### config.mk
export PLATFORM = sky130hd
export DESIGN_NAME = opc_pin_ctrl
export DESIGN_NICKNAME = d
export VERILOG_FILES = /design/src/opc_pkg.sv /design/src/opc_pin_ctrl.sv /design/src/opc_sync.sv
export SDC_FILE = /design/constraint.sdc
export NUM_CORES = 1
export LEC_CHECK = 0
export CORE_UTILIZATION = 40
export CTS_BUF_LIST = sky130_fd_sc_hd__clkbuf_4
export DETAILED_ROUTE_END_ITERATION = 8
export DONT_BUFFER_PORTS = 1
export HOLD_SLACK_MARGIN = 0.08
export RECOVER_POWER = 25
export SKIP_CTS_REPAIR_TIMING = 1
export SLEW_MARGIN = 40
export SYNTH_ARGS = -nofsm -noshare
export SYNTH_HDL_FRONTEND = slang
export SYNTH_SLANG_ARGS = --single-unit
### constraint.sdc
create_clock -name ref_clk -period 4 [get_ports ref_clk]
set_input_delay 0.8 -clock ref_clk [delete_from_list [all_inputs] [get_ports ref_clk]]
set_output_delay 0.8 -clock ref_clk [all_outputs]
set_load 0.01 [all_outputs]
### src/opc_pkg.sv
`default_nettype none
package opc_pkg;
    // vendor setup byte C fields
    localparam int OPC_C_QPIN_FUNC_BIT = 7;
    localparam int OPC_C_GEN_OUT_SEL_BIT = 4;
    localparam int OPC_C_GEN_OUT_LVL_BIT = 0;
    localparam int OPC_C_QPIN_LVL_BIT = 1;
    // vendor setup byte F fields
    localparam int OPC_F_TX_RATE_SEL_BIT = 2;
    localparam int OPC_F_LOS_POL_BIT = 3;
    // user control register field
    localparam int OPC_UC_IRQ_EN_BIT = 4;
    localparam logic [7:0] OPC_USER_CTRL_RST = 8'h00;
    localparam logic [7:0] OPC_SETUP_RST = 8'h00;
    // pulsed reset width code (bits 0 to 2 of the reset control byte)
    localparam int OPC_RST_CODE_W = 3;
    localparam int OPC_CLK_HZ = 40000000;
    localparam int OPC_RST_UNIT_US = 10;
    localparam int OPC_RST_UNIT_CYC = OPC_CLK_HZ / 1000000 * OPC_RST_UNIT_US;
    localparam int OPC_SYNC_STAGES = 2;
    // reset levels: laser off, signal counted lost, serial clock idle high
    localparam logic OPC_TX_OFF_RST = 1'b1;
    localparam logic OPC_LOST_RST = 1'b1;
    localparam logic OPC_SCL_IDLE = 1'b1;
endpackage
`default_nettype wire

### src/opc_pin_ctrl.sv
`timescale 1ns/1ps
`default_nettype none
// Overview of operation
// - laser disabled when disable pin high or soft disable bit set
// - transmit-off status mirrors the disable pin level
// - irq enable bit 4 resets 0; 0 analog sense, 1 open-drain output
// - enabled shared pin carries the internal interrupt, active low, open-drain
// - receive rate output is pin OR soft bit
// - receive rate pin status mirrors that pin
// - setup C bit 7 picks general output or pulsed active-low reset
// - setup F bit 2 picks loss-of-signal (0) or transmit rate (1)
// - setup F bit 3: 0 low when normal, 1 high when normal
// - loss asserted while power below threshold, released when above
// - loss status reads the real pin level, wired-OR included, inverted when setup F bit 3 is set
// - transmit rate output is soft bit OR pin
// - setup C bit 4: 0 open-drain rate output, 1 general output
// - serial data only pulled low or released by either side
// - transmit rate pin status mirrors that pin
module opc_pin_ctrl import opc_pkg::*; #(
    parameter int PWR_W = 10,
    parameter int RST_UNIT_CYC = OPC_RST_UNIT_CYC
) (
    input wire logic ref_clk,
    input wire logic resetn,
    // pins
    input wire logic tx_off_pin,
    input wire logic rx_rate_sel_pin,
    input wire logic tx_rate_sel_pin,
    input wire logic los_pin_in,
    output logic los_pin_oe_n,
    output logic los_pin_out,
    output logic rx_rate_pin_oe_n,
    output logic rx_rate_pin_out,
    output logic qpin_oe_n,
    output logic qpin_out,
    output logic irq_pin_oe_n,
    output logic irq_pin_out,
    output logic supply_sense_en,
    input wire logic serial_clk_pin,
    input wire logic serial_data_in,
    output logic serial_data_oe_n,
    output logic serial_data_out,
    output logic serial_clk_seen,
    // serial engine side
    input wire logic serial_data_pull,
    // internal control
    input wire logic soft_tx_off,
    input wire logic soft_rx_rate_sel,
    input wire logic soft_tx_rate_sel,
    input wire logic [7:0] user_control_reg,
    input wire logic [7:0] vendor_setup_c,
    input wire logic [7:0] vendor_setup_f,
    input wire logic irq_internal,
    input wire logic [PWR_W-1:0] rx_power_sense,
    input wire logic [PWR_W-1:0] lost_signal_threshold,
    input wire logic pulse_reset_start,
    input wire logic [OPC_RST_CODE_W-1:0] pulse_reset_code,
    // outputs and status
    output logic tx_disable,
    output logic tx_off_status,
    output logic rx_rate_pin_status,
    output logic tx_rate_pin_status,
    output logic signal_lost_status,
    output logic serial_data_level,
    output logic pulse_reset_busy
);
    localparam int NSYNC = 6;
    localparam int CNT_W = 24;
    localparam int WARM_W = 2;

    // synchronised pad levels
    logic [NSYNC-1:0] pins_s;
    logic tx_off_s, rx_rate_s, tx_rate_s, los_s, sclk_s, sda_s;
    // serial clock edge detector and synchroniser fill
    logic sclk_prev_q, sclk_prev_d;
    logic [WARM_W-1:0] warm_cnt_q, warm_cnt_d;
    logic sync_warm;
    // received-power comparator
    logic lost_q, lost_d;
    // pulsed reset width; wide enough for the longest code at a slow unit
    logic [CNT_W-1:0] rst_cnt_q, rst_cnt_d;
    logic [CNT_W-1:0] rst_load;
    // laser disable
    logic tx_disable_q, tx_disable_d;
    // pin sources ahead of the open-drain stage
    logic rx_rate_out, tx_rate_out, general_out, rx_signal_lost_out;
    logic los_drive_lvl;

    // pad inputs, serial pair included, pass two flops before any logic
    opc_sync #(.WIDTH(NSYNC)) u_sync (
        .ref_clk(ref_clk),
        .resetn(resetn),
        .async_in({serial_data_in, serial_clk_pin, los_pin_in,
                   tx_rate_sel_pin, rx_rate_sel_pin, tx_off_pin}),
        .sync_out(pins_s)
    );
    assign {sda_s, sclk_s, los_s, tx_rate_s, rx_rate_s, tx_off_s} = pins_s;

    // laser disable is registered so the driver never sees a decode glitch
    always_comb begin
        tx_disable_d = tx_off_s | soft_tx_off;
    end

    always_ff @(posedge ref_clk or negedge resetn) begin
        if (!resetn) begin
            tx_disable_q <= OPC_TX_OFF_RST;
        end else begin
            tx_disable_q <= tx_disable_d;
        end
    end

    // synchroniser outputs hold reset zeros for two edges after release
    always_comb begin
        warm_cnt_d = warm_cnt_q;
        if (!sync_warm) begin
            warm_cnt_d = warm_cnt_q + WARM_W'(1);
        end
    end

    always_ff @(posedge ref_clk or negedge resetn) begin
        if (!resetn) begin
            warm_cnt_q <= '0;
        end else begin
            warm_cnt_q <= warm_cnt_d;
        end
    end

    assign sync_warm = warm_cnt_q == WARM_W'(OPC_SYNC_STAGES);

    // previous level forced to idle high until the synchroniser is full,
    // else reset zeros followed by an idle bus read as a false rising edge
    always_comb begin
        sclk_prev_d = sclk_s | ~sync_warm;
    end

    always_ff @(posedge ref_clk or negedge resetn) begin
        if (!resetn) begin
            sclk_prev_q <= OPC_SCL_IDLE;
        end else begin
            sclk_prev_q <= sclk_prev_d;
        end
    end

    // no hysteresis: the equal case keeps the previous state
    always_comb begin
        lost_d = lost_q;
        if (rx_power_sense < lost_signal_threshold) begin
            lost_d = 1'b1;
        end else if (rx_power_sense > lost_signal_threshold) begin
            lost_d = 1'b0;
        end
    end

    always_ff @(posedge ref_clk or negedge resetn) begin
        if (!resetn) begin
            lost_q <= OPC_LOST_RST;
        end else begin
            lost_q <= lost_d;
        end
    end

    // code 0 still gives one unit so the pulse is never lost;
    // a restart during a pulse reloads the full width
    always_comb begin
        rst_load = CNT_W'(RST_UNIT_CYC) * (CNT_W'(pulse_reset_code) + CNT_W'(1));
        rst_cnt_d = rst_cnt_q;
        if (pulse_reset_start) begin
            rst_cnt_d = rst_load;
        end else if (rst_cnt_q != '0) begin
            rst_cnt_d = rst_cnt_q - CNT_W'(1);
        end
    end

    always_ff @(posedge ref_clk or negedge resetn) begin
        if (!resetn) begin
            rst_cnt_q <= '0;
        end else begin
            rst_cnt_q <= rst_cnt_d;
        end
    end

    assign tx_disable = tx_disable_q;
    // status bits are the synchronised pads, two edges behind the pins
    assign tx_off_status = tx_off_s;
    assign rx_rate_pin_status = rx_rate_s;
    assign tx_rate_pin_status = tx_rate_s;
    assign signal_lost_status = los_s ^ vendor_setup_f[OPC_F_LOS_POL_BIT];
    assign serial_data_level = sda_s;
    assign serial_clk_seen = sclk_s & ~sclk_prev_q;
    assign pulse_reset_busy = rst_cnt_q != '0;

    assign rx_rate_out = rx_rate_s | soft_rx_rate_sel;
    assign tx_rate_out = soft_tx_rate_sel | tx_rate_s;
    assign general_out = vendor_setup_c[OPC_C_GEN_OUT_LVL_BIT];
    assign rx_signal_lost_out = lost_q;

    // loss polarity: bit 0 means low when normal, i.e. high when lost
    always_comb begin
        if (vendor_setup_f[OPC_F_TX_RATE_SEL_BIT]) begin
            los_drive_lvl = tx_rate_out;
        end else begin
            los_drive_lvl = rx_signal_lost_out ^ vendor_setup_f[OPC_F_LOS_POL_BIT];
        end
    end

    // open-drain: drive low only, release for high
    assign los_pin_out = 1'b0;
    assign los_pin_oe_n = los_drive_lvl;
    assign rx_rate_pin_out = 1'b0;
    assign rx_rate_pin_oe_n = vendor_setup_c[OPC_C_GEN_OUT_SEL_BIT] ?
                              general_out : rx_rate_out;
    assign qpin_out = 1'b0;
    assign qpin_oe_n = vendor_setup_c[OPC_C_QPIN_FUNC_BIT] ?
                       ~pulse_reset_busy : vendor_setup_c[OPC_C_QPIN_LVL_BIT];
    assign supply_sense_en = ~user_control_reg[OPC_UC_IRQ_EN_BIT];
    assign irq_pin_out = 1'b0;
    assign irq_pin_oe_n = ~(user_control_reg[OPC_UC_IRQ_EN_BIT] & irq_internal);
    assign serial_data_out = 1'b0;
    assign serial_data_oe_n = ~serial_data_pull;
endmodule
`default_nettype wire

### src/opc_sync.sv
`timescale 1ns/1ps
`default_nettype none
module opc_sync import opc_pkg::*; #(
    parameter int WIDTH = 1
) (
    input wire logic ref_clk,
    input wire logic resetn,
    input wire logic [WIDTH-1:0] async_in,
    output logic [WIDTH-1:0] sync_out
);
    logic [WIDTH-1:0] meta_q;
    logic [WIDTH-1:0] sync_q;
    logic [WIDTH-1:0] meta_d;
    logic [WIDTH-1:0] sync_d;

    always_comb begin
        meta_d = async_in;
        sync_d = meta_q;
    end

    // first stage feeds only the second
    always_ff @(posedge ref_clk or negedge resetn) begin
        if (!resetn) begin
            meta_q <= '0;
            sync_q <= '0;
        end else begin
            meta_q <= meta_d;
            sync_q <= sync_d;
        end
    end

    assign sync_out = sync_q;
endmodule
`default_nettype wire

Word level (Yosys, flattened, before mapping)
Index checks and enable logic that the tools add are counted.
{ "op_classes": {"addsub": 3, "mul": 1, "div_mod_pow": 0, "magnitude_cmp": 2, "n_eq_ne": 1, "shift": 0, "mux": 7, "bitwise": 14, "n_reduce_logical": 3} }
{ "ops": {"columns": ["cell", "n"], "rows": [
  ["2-to-1 mux 24 bit", 2],
  ["nonzero test 24 bit", 1],
  ["subtractor 24 x 1 -> 24 bit, second input constant", 1],
  ["greater-than comparator 10 bit", 1],
  ["< comparator 10 bit", 1],
  ["multiplier 5 x 4 -> 9 bit, first input constant", 1],
  ["inverter 1 bit", 6],
  ["2-to-1 mux 1 bit", 5],
  ["adder 3 x 1 -> 4 bit, second input constant", 1],
  ["bitwise OR 1 bit", 4],
  ["nonzero test 2 bit", 2],
  ["adder 2 x 1 -> 2 bit, second input constant", 1],
  ["bitwise AND 1 bit", 2],
  ["equality test 2 bit, second input constant", 1],
  ["XOR 1 bit", 2]
]} }
{ "totals": {"ff_bits": 41, "latch_bits": 0, "ram_bits": 0, "romBits": 0, "in_bits": 61, "out_inout_bits": 19, "elab_cells": 38, "n_memories": 0} }

Depth between registers and ports, before layout
{ "logic_depth": {"word_depth": 3, "ltp_mapped": 10, "mapped_depth_nobuf": 9} }

By module
A second synthesis with hierarchy kept.
{ "hier_totals": {"cells_unflattened": 263, "hier_area_um2": 2543.7} }
{ "modules_own_cells": {"columns": ["mod", "n_inst", "cells_per_inst", "area_per_inst_um2", "seq_area_each_um2"], "rows": [
  ["opc_pin_ctrl", 1, 251, 2243.4, 729.4],
  ["opc_sync", 1, 12, 300.3, 300.3]
]} }

Worst setup path before layout
No wires, ideal clock.
{ "synth_timing": {"kind": "register to output", "startpoint": "reg rst_cnt_q[13]", "endpoint": "out qpin_oe_n", "arrival_time_ns": 1.682, "t_required_ns": 3.200, "path_slack_ns": 1.518, "stages_incl_launch_ff": 6, "n_path_buf": 1, "path_cell_list": "dfrtp_1 > or4_1 > buf_2 > nand4b_4 > nor2_4 > mux2_2"} }
{ "synth_between": {"elab_chain_len": 3} }
{ "synth_rtl": {"columns": ["item", "line", "rtl"], "rows": [
  ["from (decl)", "opc_pin_ctrl.sv:81", "logic [CNT_W-1:0] rst_cnt_q, rst_cnt_d;"],
  ["from (signal assigned)", "opc_pin_ctrl.sv:178", "rst_cnt_q <= rst_cnt_d;"],
  ["nonzero test 24 bit", "opc_pin_ctrl.sv:190", "assign pulse_reset_busy = rst_cnt_q != '0;"],
  ["inverter 1 bit", "opc_pin_ctrl.sv:214", "~pulse_reset_busy : vendor_setup_c[OPC_C_QPIN_LVL_BIT];"],
  ["2-to-1 mux 1 bit", "opc_pin_ctrl.sv:213", "assign qpin_oe_n = vendor_setup_c[OPC_C_QPIN_FUNC_BIT] ?"],
  ["to (decl)", "opc_pin_ctrl.sv:34", "output logic qpin_oe_n,"]
]} }
No other way between the ends.

Final worst setup path
Ends and elaborated chain as after synthesis.

==> impl_metrics.env <==
export IMPL_run_status="completed"
export IMPL_layout_commonest_cell="sky130_fd_sc_hd__dfrtp_1"
export IMPL_pwr_share_clk=0.243
export IMPL_n_fill_cell=601
export IMPL_synth_cell_types=58
export IMPL_fin_hold_viols=0
export IMPL_synthesis_instances=248
export IMPL_multi_input_area_sq_mm=0.00129
export IMPL_final_design_area_no_fill_sq_mm=0.00256
export IMPL_max_clock_freq_mhz=323
export IMPL_placementRows=28
export IMPL_synth_flop_cell="sky130_fd_sc_hd__dfrtp_1"
export IMPL_post_synth_cell_area_avg_sq_um=9.85
export IMPL_route_detailed_vias_per_inst=5.27
export IMPL_clock_tree_htree_level_count=2
export IMPL_cts_root_buffer="sky130_fd_sc_hd__clkbuf_4"
export IMPL_power_frac_seq=0.544
export IMPL_tritoncts_num_sinks=41
export IMPL_drive_above_1_share=0.103
export IMPL_p_int_uw=609
export IMPL_most_common_layout_cells="sky130_fd_sc_hd__dfrtp_1 (38), sky130_fd_sc_hd__nor2_1 (24), sky130_fd_sc_hd__inv_1 (20)"
export IMPL_drt_first_iter_violations=42
export IMPL_timing_critical_path_fanout_max=9
export IMPL_end_kind="output port"
export IMPL_ant_nets=0
export IMPL_globalRouteTotalUtil=0.148
export IMPL_drc=0
export IMPL_slack_of_the_critical_path_ns=0.908
export IMPL_floorplan_io_pins=80
export IMPL_clkLatencyLatePin_ns=0.36
export IMPL_areaGrowthSynthToFinish_pct=4.71
export IMPL_port_buffer_count=0
export IMPL_fin_util=0.432
export IMPL_rsz0062_at_grt="no"
export IMPL_die_area_sq_mm=0.00642
export IMPL_antenna_violations_before_repair=0
export IMPL_detail_route_wirelength_um=4330
export IMPL_clk_pin_slew_ns=0.12
export IMPL_core_sq_mm=0.00592
export IMPL_dieWidth_um=80.1
export IMPL_synth_edff_count=0
export IMPL_maxSlewViolCount=0
export IMPL_fin_worst_skew_ns=0.00490
export IMPL_synth_seq_cells=41
export IMPL_finalSetupViolations=0
export IMPL_p_switching_uw=273
export IMPL_async_reset_ff_frac=1.00
export IMPL_max_cap_violations=0
export IMPL_chipHeight_um=80.1
export IMPL_worst_case_clock_buffer_depth=2
export IMPL_min_delay_path_class="in2async"
export IMPL_startpoint_type="register"
export IMPL_dpl_cell_area_sq_mm=0.00249
export IMPL_fin_tns_setup_ns=0
export IMPL_synthesis_area_sq_mm=0.00244
export IMPL_routed_via_count=1723
export IMPL_power_frac_comb=0.213
export IMPL_place_detailed_hpwl_um=3120
export IMPL_detailedRoute_firstPassIterationCount=6
export IMPL_floorplan_initialDensity=0.413
export IMPL_first_global_vias=1650
export IMPL_hold_slack_ns=0.113
export IMPL_clock_tree_from_tritoncts="built"
export IMPL_tightest_slew_ns=0.937
export IMPL_power_static_leakage_nw=1.14
export IMPL_power_per_cell_area_mw_per_mm2=345
export IMPL_max_slew_margin_rel=0.373
export IMPL_cts_made_buffers=5
export IMPL_antennaDiodeCount=0
export IMPL_grt_first_pass_wirelength_um=7220
export IMPL_finalCriticalPeriod_ns=3.09
export IMPL_worst_ep_required_time_ns=3.20
export IMPL_swShare=0.310
export IMPL_grt_start_max_net_pins=42
export IMPL_global_route_overflow_total=0
export IMPL_place_congestion=0.767
export IMPL_detailedPlace_worstSlack_ns=1.32
export IMPL_routed_wire_length_per_instance_um=13.2
export IMPL_worst_ep_arrival_ns=2.29
export IMPL_timing_critical_path_from="rst_cnt_q[13]"
export IMPL_num_nets_final=331
export IMPL_register_area_sq_mm=0.00103
export IMPL_yosysWarnings=0
export IMPL_finalCritPeriodShare=0.773
export IMPL_worst_ir_drop_vdd_mv=0.188
export IMPL_critical_path_class="reg2out"
export IMPL_timing_rr_start="rst_cnt_q[13]"
export IMPL_ys_seq_area_frac=0.422
-- worst max-delay path, stage by stage (launching register included) --
cell and delay, ns:
sky130_fd_sc_hd__dfrtp_1 0.46, sky130_fd_sc_hd__or4_1 0.71, sky130_fd_sc_hd__nand4b_4 0.33, sky130_fd_sc_hd__nor2_4 0.21, sky130_fd_sc_hd__mux2_2 0.22
-- flip-flops by register name, indices dropped and copies added (netlist names) --
name             count
sclk_prev_q          1
u_sync.meta_q        6
tx_disable           1
lost_q               1
warm_cnt_q           2
u_sync.sync_out      6
rst_cnt_q           24
-- Yosys cell counts, drive strengths merged (2+ instances only) --
cell type,instances,area (sq um)
xor2,12,105
o41ai,2,17.5
nor4,3,25.0
nor2,25,101
buf,7,47.6
or4,2,15.0
nand2b,4,27.5
clkbuf,2,7.51
nor3,6,57.6
nand2,13,48.8
or2,2,12.5
o211ai,3,22.5
and3,2,12.5
xnor2,11,96.3
inv,21,78.8
dfrtp,38,951
nand4,5,37.5
ha,19,238
or3,5,36.3
nand3,7,40.0
dfstp,3,78.8
o21ai,13,65.1
o31ai,2,15.0
a21oi,14,70.1
nand4b,2,32.5
nor2b,5,31.3
-- power by group through the flow --
stage / Sequential (mW) / Clock, mW / Combinational [mW]
2_1_floorplan: 0.481 / 0 / 0.165
3_3_place_gp: 0.487 / 0 / 0.181
3_5_place_dp: 0.487 / 0 / 0.183
4_1_cts: 0.479 / 0.219 / 0.184
5_1_grt: 0.484 / 0.240 / 0.214
6_report: 0.480 / 0.214 / 0.188
-- cells by family (layout without fill, tap and decap cells) --
group,Yosys count,count (layout),share of synthesized area
xor+xnor,23,23,0.0825
other cells,1,6,0.00154
simple gates,87,87,0.216
fa+ha+maj,19,19,0.0973
compound gates,44,44,0.114
buf+inv,31,30,0.0584
mux,2,2,0.00871
flops,41,41,0.422
-- layer usage --
layer,up-vias,global-route usage,routed length [um]
met5,-,0,0
met4,0,0.0393,12
met3,2,0.0534,279
met2,60,0.248,2010
met1,811,0.180,2030
li1,850,-,-
-- layout make-up --
class / count / area share
Tap cell: 75 / 0.0367
Timing Repair Buffer: 1 / 0.00391
Multi-Input combinational cell: 181 / 0.504
Sequential cell: 41 / 0.403
Clock inverter: 2 / 0.00440
Inverter: 21 / 0.0308
Clock buffer: 6 / 0.0176
-- metrics by stage --
step	instances	power (mW)
2_1_floorplan	253	0.646
3_5_place_dp	318	0.670
4_1_cts	326	0.882
5_1_grt	327	0.938
6_report	327	0.882
3_3_place_gp	318	0.668
-- final timing paths --
kind	slack (ns)	end	cells past startpoint
setup reg to reg	1.81	rst_cnt_q[6]	6
setup / recovery	0.91	qpin_oe_n	4
min in group ref_clk	0.36	u_sync.sync_out[1]	0
hold / removal	0.11	rst_cnt_q[4]	0
max in group asynchronous	2.42	rst_cnt_q[12]	1
hold reg to reg	0.36	u_sync.sync_out[1]	0
Power figures use the tool's default switching activity.
